--- src/logic/twrx_pkg.sv ---
// Shared constants, state codes and state records of the two-wire receive sequencer
package twrx_pkg;
  // Register byte addresses
  localparam logic [4:0] A_CTRL = 5'h00;
  localparam logic [4:0] A_STAT = 5'h04;
  localparam logic [4:0] A_DATA = 5'h08;
  localparam logic [4:0] A_OWN = 5'h0C;
  localparam logic [4:0] A_RATE = 5'h10;
  localparam logic [4:0] A_IST = 5'h14;
  localparam logic [4:0] A_ICLR = 5'h18;
  localparam logic [4:0] A_IEN = 5'h1C;
  // Control register bit positions
  localparam int B_FLAG = 7;
  localparam int B_ACKEN = 6;
  localparam int B_STA = 5;
  localparam int B_STO = 4;
  localparam int B_ENA = 2;
  // Interrupt status bits
  localparam int IRQ_W = 3;
  localparam int I_EVT = 0;
  localparam int I_ARB = 1;
  localparam int I_STOP = 2;
  // Status codes
  localparam logic [7:0] ST_START = 8'h08;
  localparam logic [7:0] ST_RSTART = 8'h10;
  localparam logic [7:0] ST_ARB = 8'h38;
  localparam logic [7:0] ST_RA_ACK = 8'h40;
  localparam logic [7:0] ST_RA_NACK = 8'h48;
  localparam logic [7:0] ST_RD_ACK = 8'h50;
  localparam logic [7:0] ST_RD_NACK = 8'h58;
  localparam logic [7:0] ST_SD_NACK = 8'h88;
  localparam logic [7:0] ST_GD_ACK = 8'h90;
  localparam logic [7:0] ST_GD_NACK = 8'h98;
  localparam logic [7:0] ST_SSTOP = 8'hA0;
  // Values after reset and bit counts
  localparam logic [7:0] RATE_RST = 8'h18;
  localparam logic LINE_IDLE = 1'b1;
  localparam logic [3:0] BC_ACK = 4'h8;
  localparam logic [3:0] BC_END = 4'h9;

  typedef enum logic [2:0] {
    S_IDLE = 3'h0,
    S_START = 3'h1,
    S_ADDR = 3'h3,
    S_MRX = 3'h2,
    S_HOLD = 3'h6,
    S_STOP = 3'h7,
    S_SLV = 3'h5
  } twrx_st_t;

  typedef struct packed {
    logic meta;
    logic sync;
  } twrx_sync_t;

  typedef struct packed {
    twrx_st_t st;
    logic [1:0] ph;
    logic [3:0] bc;
    logic [7:0] sh;
    logic [7:0] dat;
    logic [7:0] code;
    logic [1:0] pre;
    logic [7:0] rate;
    logic [6:0] own_slave_address;
    logic general_call_enable;
    logic ena;
    logic event_flag;
    logic ack_enable;
    logic start_request;
    logic stop_request;
    logic ack_sel;
    logic ack_seen;
    logic own_bus;
    logic busy;
    logic slv_addr;
    logic slv_gc;
    logic scl_oe;
    logic sda_oe;
    logic lo;
    logic [IRQ_W-1:0] ist;
    logic [IRQ_W-1:0] ien;
    logic irq;
    logic [7:0] rdata;
    logic [15:0] divc;
    logic tick;
    logic scl_p;
    logic sda_p;
  } twrx_state_t;
endpackage : twrx_pkg

--- src/logic/twrx_seq.sv ---
// Two-wire master/slave receive sequencer with status codes and register port
// How it works
// - after a repeated start the next address may name any slave, read or write
// - on 0x08, flag release sends the loaded read address and samples acknowledge
// - on 0x10, read or write address is sent; write form hands over to transmitter (none here: after 0x18/0x20 only start or stop follows)
// - on 0x38, bus is released, unaddressed slave; start follows once bus is free
// - on 0x40 a byte is received, acknowledged per ack_enable
// - on 0x48, start, stop, or stop then start; stop_request self-clears after stop
// - on 0x50 software reads data; next byte is acknowledged per ack_enable
// - on 0x58 software reads last byte; then start, stop, or stop then start
// - unaddressed slave recognises own and general-call address only when ack_enable is set
// - on 0x88 or 0x98, unaddressed slave mode; start when bus free if requested
// - on 0x90 next byte received, ack per ack_enable; start request ignored
// - on 0xA0, leave addressed state; recognition and start follow control bits
// - prescaler bits share the status register; codes assume them masked
//
// Implementation choices: strobed register access and the register addresses.
`timescale 1ns/1ps
module twrx_seq #(
  parameter logic [7:0] ST_WA_ACK = 8'h18,
  parameter logic [7:0] ST_WA_NACK = 8'h20,
  parameter logic [7:0] ST_SA_ACK = 8'h60,
  parameter logic [7:0] ST_GA_ACK = 8'h70,
  parameter logic [7:0] ST_SD_ACK = 8'h80,
  parameter logic [7:0] ST_NONE = 8'hF8
) (
  input wire logic mclk,
  input wire logic nrst,
  input wire logic [4:0] addr,
  input wire logic [7:0] wdata,
  input wire logic wr,
  input wire logic rd,
  output logic [7:0] rdata,
  input wire logic scl_i,
  output logic scl_o,
  output logic scl_oe,
  input wire logic sda_i,
  output logic sda_o,
  output logic sda_oe,
  output logic irq
);
  import twrx_pkg::*;

  twrx_state_t q;
  twrx_state_t d;
  logic scl_s;
  logic sda_s;
  logic start_det;
  logic stop_det;
  logic scl_rise;
  logic scl_fall;
  logic clr_wr;
  logic [15:0] div_lim;
  logic ev;
  logic lose;
  logic [7:0] ev_code;

  ////////////////////////////////////////////////////////////////////////////
  // Line synchronisers and bus condition detection

  twrx_sync #(.RST_LVL(LINE_IDLE)) u_scl_sync (
    .mclk(mclk),
    .nrst(nrst),
    .pin(scl_i),
    .sync(scl_s)
  );

  twrx_sync #(.RST_LVL(LINE_IDLE)) u_sda_sync (
    .mclk(mclk),
    .nrst(nrst),
    .pin(sda_i),
    .sync(sda_s)
  );

  assign start_det = q.sda_p & ~sda_s & scl_s & q.scl_p;
  assign stop_det = ~q.sda_p & sda_s & scl_s & q.scl_p;
  assign scl_rise = ~q.scl_p & scl_s;
  assign scl_fall = q.scl_p & ~scl_s;
  assign clr_wr = wr && (addr == A_CTRL) && wdata[B_FLAG];
  // Quarter-bit period scales by four per prescaler step
  assign div_lim = 16'((17'(q.rate) + 17'h1) << {q.pre, 1'b0});

  ////////////////////////////////////////////////////////////////////////////
  // Next state

  always_comb begin
    d = q;
    ev = 1'b0;
    lose = 1'b0;
    ev_code = q.code;
    d.tick = 1'b0;
    d.rdata = 8'h00;
    d.scl_p = scl_s;
    d.sda_p = sda_s;
    if (q.divc + 16'h1 >= div_lim) begin
      d.divc = 16'h0000;
      d.tick = 1'b1;
    end else begin
      d.divc = q.divc + 16'h1;
    end
    if (start_det) begin
      d.busy = 1'b1;
    end else if (stop_det) begin
      d.busy = 1'b0;
    end

    if (wr) begin
      if (addr == A_CTRL) begin
        if (wdata[B_FLAG]) begin
          d.event_flag = 1'b0;
        end
        d.ack_enable = wdata[B_ACKEN];
        d.start_request = wdata[B_STA];
        d.stop_request = wdata[B_STO];
        d.ena = wdata[B_ENA];
      end else if (addr == A_STAT) begin
        d.pre = wdata[1:0];
      end else if (addr == A_DATA) begin
        d.dat = wdata;
      end else if (addr == A_OWN) begin
        d.own_slave_address = wdata[7:1];
        d.general_call_enable = wdata[0];
      end else if (addr == A_RATE) begin
        d.rate = wdata;
      end else if (addr == A_ICLR) begin
        d.ist = q.ist & ~wdata[IRQ_W-1:0];
      end else if (addr == A_IEN) begin
        d.ien = wdata[IRQ_W-1:0];
      end
    end

    if (rd) begin
      if (addr == A_CTRL) begin
        d.rdata = {q.event_flag, q.ack_enable, q.start_request, q.stop_request,
                   1'b0, q.ena, 2'b00};
      end else if (addr == A_STAT) begin
        d.rdata = {q.code[7:3], 1'b0, q.pre};
      end else if (addr == A_DATA) begin
        d.rdata = q.dat;
      end else if (addr == A_OWN) begin
        d.rdata = {q.own_slave_address, q.general_call_enable};
      end else if (addr == A_RATE) begin
        d.rdata = q.rate;
      end else if (addr == A_IST) begin
        d.rdata = {5'h00, q.ist};
      end else if (addr == A_IEN) begin
        d.rdata = {5'h00, q.ien};
      end
    end

    case (q.st)
      S_IDLE: begin
        // A pending start waits here until the bus is seen free
        if (q.ena && q.start_request && !q.busy) begin
          d.st = S_START;
          d.ph = 2'h0;
        end else if (q.ena && start_det) begin
          d.st = S_SLV;
          d.bc = 4'h0;
          d.slv_addr = 1'b1;
        end
      end
      S_START: begin
        if (q.tick) begin
          case (q.ph)
            2'h0: begin
              d.sda_oe = 1'b0;
              d.ph = 2'h1;
            end
            2'h1: begin
              d.scl_oe = 1'b0;
              if (scl_s) begin
                d.ph = 2'h2;
              end
            end
            2'h2: begin
              d.sda_oe = 1'b1;
              d.ph = 2'h3;
            end
            default: begin
              d.scl_oe = 1'b1;
              d.own_bus = 1'b1;
              ev = 1'b1;
              ev_code = q.own_bus ? ST_RSTART : ST_START;
            end
          endcase
        end
      end
      S_ADDR: begin
        if (q.tick) begin
          case (q.ph)
            2'h0: begin
              d.sda_oe = (q.bc != BC_ACK) && !q.sh[7];
              d.ph = 2'h1;
            end
            2'h1: begin
              d.scl_oe = 1'b0;
              if (scl_s) begin
                d.ph = 2'h2;
              end
            end
            2'h2: begin
              d.ph = 2'h3;
              if (q.bc != BC_ACK && q.sh[7] && !sda_s) begin
                lose = 1'b1;
              end else if (q.bc == BC_ACK) begin
                d.ack_seen = !sda_s;
              end
            end
            default: begin
              d.scl_oe = 1'b1;
              d.ph = 2'h0;
              if (q.bc == BC_ACK) begin
                ev = 1'b1;
                if (q.dat[0]) begin
                  ev_code = q.ack_seen ? ST_RA_ACK : ST_RA_NACK;
                end else begin
                  ev_code = q.ack_seen ? ST_WA_ACK : ST_WA_NACK;
                end
              end else begin
                d.bc = q.bc + 4'h1;
                d.sh = {q.sh[6:0], 1'b0};
              end
            end
          endcase
        end
      end
      S_MRX: begin
        if (q.tick) begin
          case (q.ph)
            2'h0: begin
              d.sda_oe = (q.bc == BC_ACK) && q.ack_sel;
              d.ph = 2'h1;
            end
            2'h1: begin
              d.scl_oe = 1'b0;
              if (scl_s) begin
                d.ph = 2'h2;
              end
            end
            2'h2: begin
              d.ph = 2'h3;
              if (q.bc != BC_ACK) begin
                d.sh = {q.sh[6:0], sda_s};
              end else if (!q.ack_sel && !sda_s) begin
                lose = 1'b1;
              end
            end
            default: begin
              d.scl_oe = 1'b1;
              d.ph = 2'h0;
              if (q.bc == BC_ACK) begin
                d.dat = q.sh;
                ev = 1'b1;
                ev_code = q.ack_sel ? ST_RD_ACK : ST_RD_NACK;
              end else begin
                d.bc = q.bc + 4'h1;
              end
            end
          endcase
        end
      end
      S_STOP: begin
        if (q.tick) begin
          case (q.ph)
            2'h0: begin
              d.scl_oe = 1'b1;
              d.sda_oe = 1'b1;
              d.ph = 2'h1;
            end
            2'h1: begin
              d.scl_oe = 1'b0;
              if (scl_s) begin
                d.ph = 2'h2;
              end
            end
            2'h2: begin
              d.sda_oe = 1'b0;
              d.ph = 2'h3;
            end
            default: begin
              // A start request still set is served from idle once the stop is seen
              d.stop_request = 1'b0;
              d.own_bus = 1'b0;
              d.ist[I_STOP] = 1'b1;
              d.code = ST_NONE;
              d.ph = 2'h0;
              d.st = S_IDLE;
            end
          endcase
        end
      end
      S_SLV: begin
        if (start_det || stop_det) begin
          d.sda_oe = 1'b0;
          if (q.slv_addr) begin
            d.bc = 4'h0;
            if (stop_det) begin
              d.st = S_IDLE;
            end
          end else begin
            ev = 1'b1;
            ev_code = ST_SSTOP;
          end
        end else if (scl_rise && q.bc < BC_ACK) begin
          d.sh = {q.sh[6:0], sda_s};
          d.bc = q.bc + 4'h1;
        end else if (scl_fall && q.bc == BC_ACK) begin
          if (q.slv_addr) begin
            if (q.ack_enable && !q.sh[0] && (q.sh[7:1] == q.own_slave_address
                || (q.sh[7:1] == 7'h00 && q.general_call_enable))) begin
              d.sda_oe = 1'b1;
              d.bc = BC_END;
              d.slv_gc = (q.sh[7:1] == 7'h00) && q.general_call_enable;
            end else begin
              d.st = S_IDLE;
              d.slv_addr = 1'b0;
            end
          end else begin
            d.sda_oe = q.ack_sel;
            d.bc = BC_END;
          end
        end else if (scl_fall && q.bc == BC_END) begin
          // Stretch the clock low until software answers
          d.sda_oe = 1'b0;
          d.scl_oe = 1'b1;
          ev = 1'b1;
          d.slv_addr = 1'b0;
          if (q.slv_addr) begin
            ev_code = q.slv_gc ? ST_GA_ACK : ST_SA_ACK;
          end else begin
            d.dat = q.sh;
            if (q.slv_gc) begin
              ev_code = q.ack_sel ? ST_GD_ACK : ST_GD_NACK;
            end else begin
              ev_code = q.ack_sel ? ST_SD_ACK : ST_SD_NACK;
            end
          end
        end
      end
      S_HOLD: begin
        if (!q.event_flag) begin
          d.ph = 2'h0;
          d.bc = 4'h0;
          d.sh = q.dat;
          if (q.code == ST_START || q.code == ST_RSTART) begin
            d.st = S_ADDR;
          end else if (q.code == ST_RA_ACK || q.code == ST_RD_ACK) begin
            d.st = S_MRX;
            d.ack_sel = q.ack_enable;
          end else if (q.code == ST_SA_ACK || q.code == ST_GA_ACK
                       || q.code == ST_SD_ACK || q.code == ST_GD_ACK) begin
            // Start request plays no part while addressed
            d.st = S_SLV;
            d.ack_sel = q.ack_enable;
            d.scl_oe = 1'b0;
          end else if (q.own_bus) begin
            // With neither request set the bus is closed by a stop
            d.st = (q.start_request && !q.stop_request) ? S_START : S_STOP;
          end else begin
            d.st = S_IDLE;
            d.scl_oe = 1'b0;
            d.sda_oe = 1'b0;
          end
        end
      end
      default: begin
        d.st = S_IDLE;
      end
    endcase

    if (lose) begin
      ev = 1'b1;
      ev_code = ST_ARB;
      d.scl_oe = 1'b0;
      d.sda_oe = 1'b0;
      d.own_bus = 1'b0;
      d.ist[I_ARB] = 1'b1;
    end
    // Hardware set is applied after the clear so it wins
    if (ev) begin
      d.st = S_HOLD;
      d.code = ev_code;
      d.event_flag = 1'b1;
      d.ist[I_EVT] = 1'b1;
      d.ph = 2'h0;
    end
    if (!q.ena) begin
      d.st = S_IDLE;
      d.scl_oe = 1'b0;
      d.sda_oe = 1'b0;
      d.own_bus = 1'b0;
    end
    d.irq = |(q.ist & q.ien);
  end

  always_ff @(posedge mclk) begin
    if (!nrst) begin
      q <= '0;
      q.code <= ST_NONE;
      q.rate <= RATE_RST;
      q.scl_p <= LINE_IDLE;
      q.sda_p <= LINE_IDLE;
    end else begin
      q <= d;
    end
  end

  assign rdata = q.rdata;
  assign irq = q.irq;
  assign scl_oe = q.scl_oe;
  assign sda_oe = q.sda_oe;
  assign scl_o = q.lo;
  assign sda_o = q.lo;
endmodule : twrx_seq

--- src/logic/twrx_sync.sv ---
// Two-stage synchroniser for one bus line
`timescale 1ns/1ps
module twrx_sync #(
  parameter logic RST_LVL = twrx_pkg::LINE_IDLE
) (
  input wire logic mclk,
  input wire logic nrst,
  input wire logic pin,
  output logic sync
);
  import twrx_pkg::*;

  twrx_sync_t q;
  twrx_sync_t d;

  always_comb begin
    d.meta = pin;
    d.sync = q.meta;
  end

  always_ff @(posedge mclk) begin
    if (!nrst) begin
      q <= '{meta: RST_LVL, sync: RST_LVL};
    end else begin
      q <= d;
    end
  end

  assign sync = q.sync;
endmodule : twrx_sync

--- config.mk ---
export PLATFORM = sky130hd
export DESIGN_NAME = twrx_seq
export DESIGN_NICKNAME = d
export VERILOG_FILES = /design/src/logic/twrx_pkg.sv /design/src/logic/twrx_seq.sv /design/src/logic/twrx_sync.sv
export SDC_FILE = /design/constraint.sdc
export NUM_CORES = 1
export LEC_CHECK = 0
export ABC_AREA = 1
export BUFFER_PORTS_ARGS = -buffer_cell sky130_fd_sc_hd__buf_2
export CORE_MARGIN = 2
export CORE_UTILIZATION = 56
export DETAILED_ROUTE_END_ITERATION = 10
export GPL_TIMING_DRIVEN = 1
export PLACE_DENSITY_LB_ADDON = 0.12
export SLEW_MARGIN = 40
export SYNTH_ARGS = -nofsm -noshare
export SYNTH_HDL_FRONTEND = slang
export SYNTH_HIERARCHICAL = 1
export SYNTH_SLANG_ARGS = --single-unit
--- constraint.sdc ---
create_clock -name mclk -period 2.8 [get_ports mclk]
set_input_delay 0.56 -clock mclk [delete_from_list [all_inputs] [get_ports mclk]]
set_output_delay 0.56 -clock mclk [all_outputs]
set_load 0.005 [all_outputs]
# Word-level counts from Yosys, hierarchy flattened

Cells that the tools add are included.

Div/mod/pow operators: 0
Add/subtract/negate cells: 3
Shifts and indexed selects: 1
$mul: 0
Muxes and demuxes: 177
Order comparisons: 2
Reduce and logical (&&, ||, !) cells: 81
Equality and inequality tests: 106
Bitwise gates (word level): 30

Operator list:

| operator                                                              | number |
|---|---|
| 8-bit 2-to-1 mux                                                      | 37 |
| 4-bit 2-to-1 mux                                                      | 17 |
| 2-bit inequality test, second input constant                          | 34 |
| 8-bit case mux with 4 select lines                                    | 2 |
| 3-bit 2-to-1 mux                                                      | 21 |
| 1-bit 2-to-1 mux                                                      | 53 |
| 3-bit inequality test, second input constant                          | 17 |
| 4-bit inequality test, second input constant                          | 12 |
| 6-bit 2-to-1 mux                                                      | 7 |
| 5-bit inequality test, second input constant                          | 7 |
| 8-bit by 7-bit equality test with 1-bit output, second input constant | 4 |
| 2-bit 2-to-1 mux                                                      | 13 |
| 5-bit 2-to-1 mux                                                      | 5 |
| 12-bit 2-to-1 mux                                                     | 2 |
| 2-bit case mux with 6 select lines                                    | 2 |
| 2-bit nonzero test                                                    | 12 |
| 22-bit 2-to-1 mux                                                     | 1 |
| 11-bit AND reduction                                                  | 2 |
| 5-bit equality test, second input constant                            | 4 |
| 4-bit case mux with 5 select lines                                    | 1 |
| 1-bit NOT                                                             | 19 |
| 6-bit AND reduction                                                   | 3 |
| 3-bit OR reduction                                                    | 6 |
| 17-bit 2-to-1 mux                                                     | 1 |
| 55 further kinds                                                      | 118 |

Word-level logic and storage cells: 439
ROM bits: 0
Register bits: 102
Input bits: 19
Bits in latches: 0
Output and inout bits: 13
Memories: 0
Memory bits (writable): 0

# Longest topological paths before layout

Gate-level depths: netlist (run 1).

Word-level depth: 12
Gate-level depth with buffers: 19
Gate-level depth less buffers: 19

# Hierarchy

The synthesis (run 1) kept the hierarchy.

By module, submodules not included:

| module    | times used | cells an instance | area an instance (sq um) |
|---|---|---|---|
| twrx_seq  | 1          | 948               | 6251.0 |
| twrx_sync | 2          | 6                 | 55.1 |

# Least setup slack after synthesis (run 1)

Ideal clock, no wire load.

Path type: register -> register
Start point: register q[3] in the netlist's numbering
End point: register q[10] in the netlist's numbering
Data arrival time: 2.486 ns
Data required time: 2.681 ns
Library setup time: 0.119 ns
Cell stages (with the launch flop): 18
Buffers on the path: 1
Slack: 0.194 ns
Path through: dfxtp_1 ha_1 nand2_1 nor2_1 inv_1 nor2_1 nand4_1 nor2_1 nand2_1 xor2_1 inv_1 ha_1 inv_1 a21oi_2 nand4_1 nand4_4 buf_6 nor2_2

Word-level cells in the longest chain between the ends: 3

Ends and longest elaborated chain:

| item                                       | line                           | source |
|---|---|---|
| start, declared                            | twrx_seq.sv:44                 | `twrx_state_t q;` |
| 16-bit by 1-bit adder with 16-bit output * | twrx_seq.sv:95, twrx_seq.sv:99 |  |
| 16-bit greater-or-equal comparator         | twrx_seq.sv:95                 | `if (q.divc + 16'h1 >= div_lim) begin` |
| 2-bit OR reduction (no source line)        | n/a                            |  |

Mark *: on every way between the ends. The rest lies on a longest branch, timed or not.
A chain may end at the register's enable or synchronous reset.

# Final worst setup path (run 1)

Start point: register q[56] in the netlist's numbering
End point: register q[15] in the netlist's numbering

Word-level cells in the longest chain between the ends: 4

Ends and longest elaborated chain:

| item                                         | line           | source |
|---|---|---|
| 8-bit by 1-bit adder with 9-bit output       | twrx_seq.sv:81 | `assign div_lim = 16'((17'(q.rate) + 17'h1) << {q.pre, 1'b0});` |
| 9-bit by 3-bit left shift with 16-bit output | twrx_seq.sv:81 |  |
| 16-bit greater-or-equal comparator           | twrx_seq.sv:95 |  |
| 2-bit OR reduction (no source line)          | n/a            |  |

Every way passes these cells.

==> results of run 1 <==
==> worst paths after layout <==
path,from,endpoint,cells after the start
min reg2reg,u_sda_sync/d[0],u_sda_sync/sync,2
max,q[56],q[15],17
max reg2reg,q[56],q[15],17
min,sda_i,u_sda_sync/d[0],3
==> routing by layer <==
metal | vias up | global-route usage, % | wire length (um) | share of wire, %
met2 | 201 | 43.2 | 7800 | 44
met1 | 2843 | 41.2 | 8280 | 47
li1 | 3189 | - | - | -
met3 | 21 | 6.81 | 1310 | 7.4
met4 | 0 | 6.42 | 233 | 1.3
met5 | - | 0 | 0 | 0
==> state kept, by name, summed over array words and instances, names as in the netlist <==
| register | count |
|---|---|
| sda_oe | 1 |
| rdata | 8 |
| u_scl_sync/sync | 1 |
| scl_oe | 1 |
| irq | 1 |
| q | 84 |
| u_scl_sync/d | 1 |
| u_sda_sync/d | 1 |
| u_sda_sync/sync | 1 |
==> logic make-up (layout without fill, tap and decap cells) <==
| group | count (synthesis) | in the layout | synth area share [%] |
|---|---|---|---|
| xor gates and xnor gates | 17 | 17 | 2.34 |
| and+or+nand+nor | 428 | 428 | 30.9 |
| adders and majority gates | 27 | 27 | 5.31 |
| other | 1 | 3 | 0.0590 |
| buffers and inverters | 179 | 218 | 11.7 |
| muxes | 1 | 1 | 0.157 |
| DFF | 99 | 99 | 31.2 |
| AOI/OAI and AO/OA | 208 | 208 | 18.4 |
==> report_power, final <==
group	switching, W	leakage [nW]	internal [W]
Sequential	0.0000122	0.803	0.00142
Combinational	0.000109	2.33	0.0000564
Clock	0.000590	0.144	0.000637
Total	0.000711	3.28	0.00211
==> critical path: cells and delay by family (launching register included) <==
| family | cells | cell delay, ns |
|---|---|---|
| AOI/OAI and AO/OA | 1 | 0.10 |
| adders and majority gates | 2 | 0.42 |
| buffers and inverters | 3 | 0.41 |
| DFF | 1 | 0.39 |
| and+or+nand+nor | 11 | 1.25 |
==> per-stage QoR <==
stage / total power [W] / instance area, um^2 / util, % / std cells / TNS, ns
2_1_floorplan: 0.00156 / 6370 / - / 962 / 0
3_3_place_gp: 0.00161 / 6610 / 60.2 / 1116 / 0
3_5_place_dp: 0.00161 / 6610 / 60.2 / 1116 / -0.493
4_1_cts: 0.00283 / 6930 / 63.1 / 1133 / 0
5_1_grt: 0.00292 / 7160 / 65.2 / 1141 / -1.82
6_report: 0.00282 / 7160 / 65.2 / 1141 / 0
==> cells in the mapped netlist (all sizes together), types with 2 or more instances <==
master	instances	area (um^2)
o22ai	14	87.6
o21a	2	15.0
buf	17	133
nand2	224	878
a21oi	75	394
o211ai	6	50.1
a21o	2	15.0
xnor2	3	26.3
nor2	118	556
o21ai	89	457
nand3	44	255
inv	151	569
nor3	19	111
a211oi	2	15.0
xor2	14	123
a31o	2	17.5
ha	27	338
o31ai	2	15.0
a31oi	6	37.5
or2	2	12.5
clkbuf	10	37.5
dfxtp	99	1980
nand4	18	128
==> area by class of cell <==
cell class | count | area [um^2]
Timing Repair Buffer | 50 | 333
Fill cell | 1061 | 3820
Clock inverter | 6 | 45.0
Sequential cell | 99 | 1990
Tap cell | 140 | 175
Clock buffer | 10 | 239
Inverter | 152 | 576
Multi-Input combinational cell | 684 | 3800
==> timing repair <==
item | in CTS | in global routing
endpoints found under the setup margin | 15 | 16
cloned | 0 | 1
setup buffers | 1 | 7
gates resized for setup | 3 | 44
pin swaps | 0 | 18
==> key figures, run 1 <==
GRT
  • Total gr overflow: 0
  • Gr usage total: between 20% and 30%
  • Vias in the first global route: 5,646
  • Initial antenna violation count: 0
  • Global-route wire length before repair: 28,200 um
  • Largest net degree at the start of global routing: 23

CTS
  • CTS Buf Count: 9
  • Hold_buf cts: 0
  • CTS Sinks: 99
  • CTS Root Cell: clkbuf_16
  • TritonCTS clock tree: yes
  • Max Root-Sink Buffers: 2
  • H-tree levels: 3
  • Clock-pin slew of the registers on the worst-case setup and hold paths: 0.07 ns
  • Clock Latency Late Sink: 0.36 ns

Critical path
  • CP Cell Sequence: ha_4 -> nand3_2 -> nor3_4 -> buf_4 -> nand3_1 -> nand2_1 -> o21ai_0 -> or2_2 -> ha_1 -> nand2_1 -> inv_1 -> nand3_2 -> nor2_2 -> nor2_4 -> nand4_4 -> clkbuf_16 -> nor2_2
  • Worst setup SP type: flop
  • WP data arrival: between 2 and 3 ns
  • Critical Path End Type: flop
  • Kind of critical path: flop to flop
  • Critical Path RT: approximately 3 ns
  • R2r setup slk: roughly 0.076 ns
  • Crit-path max FO: 7
  • Critical-path top delay cell: dfxtp_4
  • CP max stage delay: around 0.4 ns

Route
  • Detailed Route WL: approximately 18,000 um
  • Detail Route Antenna Nets: 0
  • Via count: 6,254
  • Drt initial violations: a little over 600
  • Drt via density: ~5.5
  • WL/cell: ~15 um
  • Residual DRC: 0
  • Drt pass-1 iters: 5

Timing
  • Slew @ Worst Pin: 0.680 ns
  • Min cycle time layout: about 2.7 ns
  • Final worst slack: 0.0760 ns
  • Max_slew headroom: between 50% and 60%
  • Clock Skews: 0.00994 ns
  • Final period util: between 90% and 100%
  • RSZ-0062 raised after global routing: true
  • F_max: ~0.37 GHz
  • Worst hold slack: 0.366 ns
  • Slew Viols, Final: 0
  • Final hold viol count: 0
  • Final Setup Violations: 0

Synth
  • Register area share after synthesis: between 30% and 40%
  • Post-synthesis cell area: ~6400 um^2
  • Post-Syn Instances: 960
  • Synthesis warning total: 6
  • Ys async rst share: 0%
  • Top_reg_cell synth: dfxtp_1
  • Seq cells post-synth: 99
  • Post-synth EDFFs: 0
  • Yosys cell types: between 50 and 60
  • Syn_area_per_cell: between 6 and 7 um^2

Placed design
  • Number of buffers added on ports: 29
  • GPL Wtd Cong: a little under 1
  • Final HPWL DP: 13,100 um
  • Place WS: -0.0897 ns

Cells and area
  • Most frequent cells in the layout: nand2_1 (209), inv_1 (132), dfxtp_1 (94)
  • Nets: between 1,000 and 1,500
  • Commonest non-fill, non-tap cell in the layout: nand2_1
  • Ant diodes: 0
  • Area growth from synthesis to layout: 12.5%
  • Layout cells sized above 1: between 15 and 20%

Pwr
  • Pleak: around 3.3 nW
  • PwrDens: between 300 and 400 nW/um^2
  • Worst vdd ir: around 670 uV

Floorplan
  • Die Ht: between 100 and 150 um
  • Core area: approximately 11,000 um^2
  • Top-level I/O count: 32
  • Cell Rows: 38
  • Die W: approximately 110 um
  • Die area: between 10,000 and 15,000 um^2
  • Initial core utilization: ~58%

Job
  • Max-cap check violation count: 0

Hold path
  • Min-delay worst type: primary input to flop

Run status
  • Status: finished, final reports clean
(Power assumes the default switching activity.)
==> inputs of run 2 (changes only) <==
--- a/config.mk
+++ b/config.mk
@@ -12,6 +12,7 @@
 export DETAILED_ROUTE_END_ITERATION = 10
 export GPL_TIMING_DRIVEN = 1
 export PLACE_DENSITY_LB_ADDON = 0.12
+export SETUP_SLACK_MARGIN = 0.5
 export SLEW_MARGIN = 40
 export SYNTH_ARGS = -nofsm -noshare
 export SYNTH_HDL_FRONTEND = slang
==> run 2 against run 1 <==
Clock power shrank 3%. Via count grew 2.4%. Sequential cell count is the same. Critical path depth is the same. First-iteration DRC count shrank 17%. Non-clock buffer count grew 14. Total power shrank 1.1%. Clock-buffer cell count grew 2. Critical endpoint is now q[12].
==> key figures, run 2 (synthesis gave the netlist of run 1 again) <==
CTS
  • Clock Latency Late Sink: 0.36 ns (about the same)
  • CTS Root Cell: clkbuf_16
  • Hold_buf cts: 0 (unchanged)
  • CTS Sinks: 99 (unchanged)
  • Max Root-Sink Buffers: 2 (unchanged)
  • Clock-pin slew of the registers on the worst-case setup and hold paths: 0.07 ns (about the same)
  • TritonCTS clock tree: yes
  • H-tree levels: 3 (unchanged)
  • CTS Buf Count: 9 (unchanged)

Pwr
  • Pleak: 3.39 nW (+3.3%)
  • PwrDens: 377 nW/um^2 (-4.4%)
  • Worst vdd ir: 462 uV (-31%)

Cells and area
  • Util after Layout: 67.4% (+2.2 points)
  • Max reg flops: 84 (unchanged)
  • Largest Register: q
  • Nets: 1,056 (+1.3%)
  • Ant diodes: 0 (unchanged)
  • Non-Filler Instances: 1,155 (+1.2%)
  • Most frequent cells in the layout: nand2_1 (207), inv_1 (131), dfxtp_1 (88)
  • Area growth from synthesis to layout: 16.4%
  • Layout cells sized above 1: 20.0% (+2.8 points)
  • Post-route cell area: 7410 um^2 (+3.4%)
  • Commonest non-fill, non-tap cell in the layout: nand2_1
  • Filler instances: 1,004 (-5.4%)

Critical path
  • R2r setup slk: 0.08 ns (about the same)
  • WP data arrival: 3.02 ns (+0.04 ns)
  • Kind of critical path: flop to flop
  • Reg2reg start: q[56]
  • Crit-path max FO: 4 (-3)
  • Worst setup SP type: flop
  • Worst Setup SP: q[56]
  • Critical Path RT: 3.10 ns (+0.05 ns)
  • Reg2reg path depth: 17 (unchanged)
  • Critical Path End Type: flop
  • Worst R2R End: q[12]

Placed design
  • Placed Cells: 1,112 (-0.36%)
  • Final HPWL DP: 12,900 um (-1.7%)
  • Area after DPL: 6630 um^2 (+0.30%)
  • GPL Wtd Cong: 0.972 (-1.2%)
  • Number of buffers added on ports: 29 (unchanged)

Floorplan
  • Die Ht: 111 um (unchanged)
  • Cell Rows: 38 (unchanged)
  • Initial core utilization: 57.9% (unchanged)
  • Core area: 11,000 um^2 (unchanged)
  • Die area: 12,200 um^2 (unchanged)
  • Top-level I/O count: 32 (unchanged)
  • Die W: 111 um (unchanged)

Timing
  • Final Setup Violations: 0 (unchanged)
  • Max_slew headroom: 55.5% (+1.2 points)
  • Slew Viols, Final: 0 (unchanged)
  • Slew @ Worst Pin: 0.663 ns (-0.0177 ns)
  • F_max: 0.368 GHz (+0.30%)
  • Min cycle time layout: 2.72 ns (-0.00803 ns)
  • Clock Skews: 0.00774 ns (-0.00220 ns)
  • Final hold viol count: 0 (unchanged)
  • Final period util: 97.0% (-0.29 points)
  • RSZ-0062 raised after global routing: true

Route
  • Drt initial violations: 505 (-17%)
  • Detail Route Antenna Nets: 0 (unchanged)
  • Wire length on met1: 8100 um (-2.2%)
  • DR WL met3: 1230 um (-6.4%)
  • Drt pass-1 iters: 6 (+1)
  • Routed wl met2: 7850 um (+0.63%)
  • Residual DRC: 0 (unchanged)
  • Via count: 6,401 (+2.4%)
  • Drt via density: 5.54 (+1.1%)
  • Highest Signal Layer: met4
  • Detailed Route WL: 17,800 um (+0.73%)
  • WL/cell: 15.4 um (-0.49%)

Hold path
  • Hold depth: 3 (unchanged)
  • Min-delay worst type: primary input to flop
  • Hold Path End: u_sda_sync/d[0]
  • Worst Min Path Start: sda_i

GRT
  • Largest net degree at the start of global routing: 35 (+52%)
  • Global-route wire length before repair: 28,500 um (+1.1%)
  • Initial antenna violation count: 0 (unchanged)
  • Gr usage total: 28.7% (+0.16 points)
  • Total gr overflow: 0 (unchanged)
  • Vias in the first global route: 5,844 (+3.5%)

Run status
  • Status: finished, final reports clean

Job
  • Max-cap check violation count: 0 (unchanged)
==> run 2: cell count changes in the layout (fill, tap and decap cells not counted), sizes merged <==
cell      change
buf          +14
clkinv        -2
clkinvlp      +2
inv           -2
clkbuf        +2
==> run 2: what timing repair did <==
item / 4_1_cts / 5_1_grt
cloned: 0 / 1
gates resized for setup: 45 / 28
endpoints found under the hold margin: 0 / 0
buffers inserted: 23 / 3
pin swaps: 19 / 21
setup endpoints to repair: 16 / 30
==> run 2: critical path: stages (launching register included) <==
cell       delay, ns
dfxtp_4         0.38
inv_4           0.04
nor2_4          0.11
nand3_2         0.11
nor2_2          0.15
nand2_2         0.08
xor2_2          0.15
o21ai_1         0.12
o21ai_1         0.09
ha_1            0.33
a21oi_1         0.15
nor2_1          0.07
a211oi_2        0.27
nor2_4          0.06
nor2_4          0.14
nand4_4         0.13
clkbuf_16       0.20
nor2_2          0.07
==> run 2: cell type report <==
type                       count  area (um^2)  share of cell area [%]
multi-input combinational    684         3930                    53.0
sequential                    99         2010                    27.1
inverter                     152          576                    7.77
timing repair buffer          64          442                    5.96
clock buffer                  12          246                    3.33
tap                          140          175                    2.37
clock inverter                 4         32.5                   0.439
==> run 2: power by group <==
part | internal (W) | switching (W)
combinational | 0.0000568 | 0.000113
sequential | 0.00142 | 0.0000127
clock | 0.000634 | 0.000559
total | 0.00211 | 0.000684
==> run 2: worst max path at each step <==
stage,to,slack (ns),cells after the start
final,q[12],0.08,17
after global routing,q[9],-0.11,17
after CTS,q[7],0.25,18
after detailed placement,q[7],-0.01,17
after global placement,q[4],0.09,16
after floorplan,q[10],0.32,17
==> run 2: metrics by stage <==
| stage | TNS (ns) | setup WS (ns) | power (W) | hold slack (ns) |
|---|---|---|---|---|
| 6_report | 0 | 0.0840 | 0.00279 | 0.367 |
| 5_1_grt | -1.43 | -0.107 | 0.00288 | 0.369 |
| 4_1_cts | 0 | 0.247 | 0.00280 | 0.361 |
| 3_5_place_dp | -0.0184 | -0.0102 | 0.00161 | 0.393 |
| 3_3_place_gp | 0 | 0.0921 | 0.00161 | 0.386 |
| 2_1_floorplan | 0 | 0.322 | 0.00156 | 0.380 |
==> run 2: per-layer routing <==
metal / track usage (%) / vias up
met5: 0 / -
met2: 43.3 / 239
met1: 40.0 / 2914
met3: 5.32 / 46
li1: - / 3202
met4: 12.6 / 0
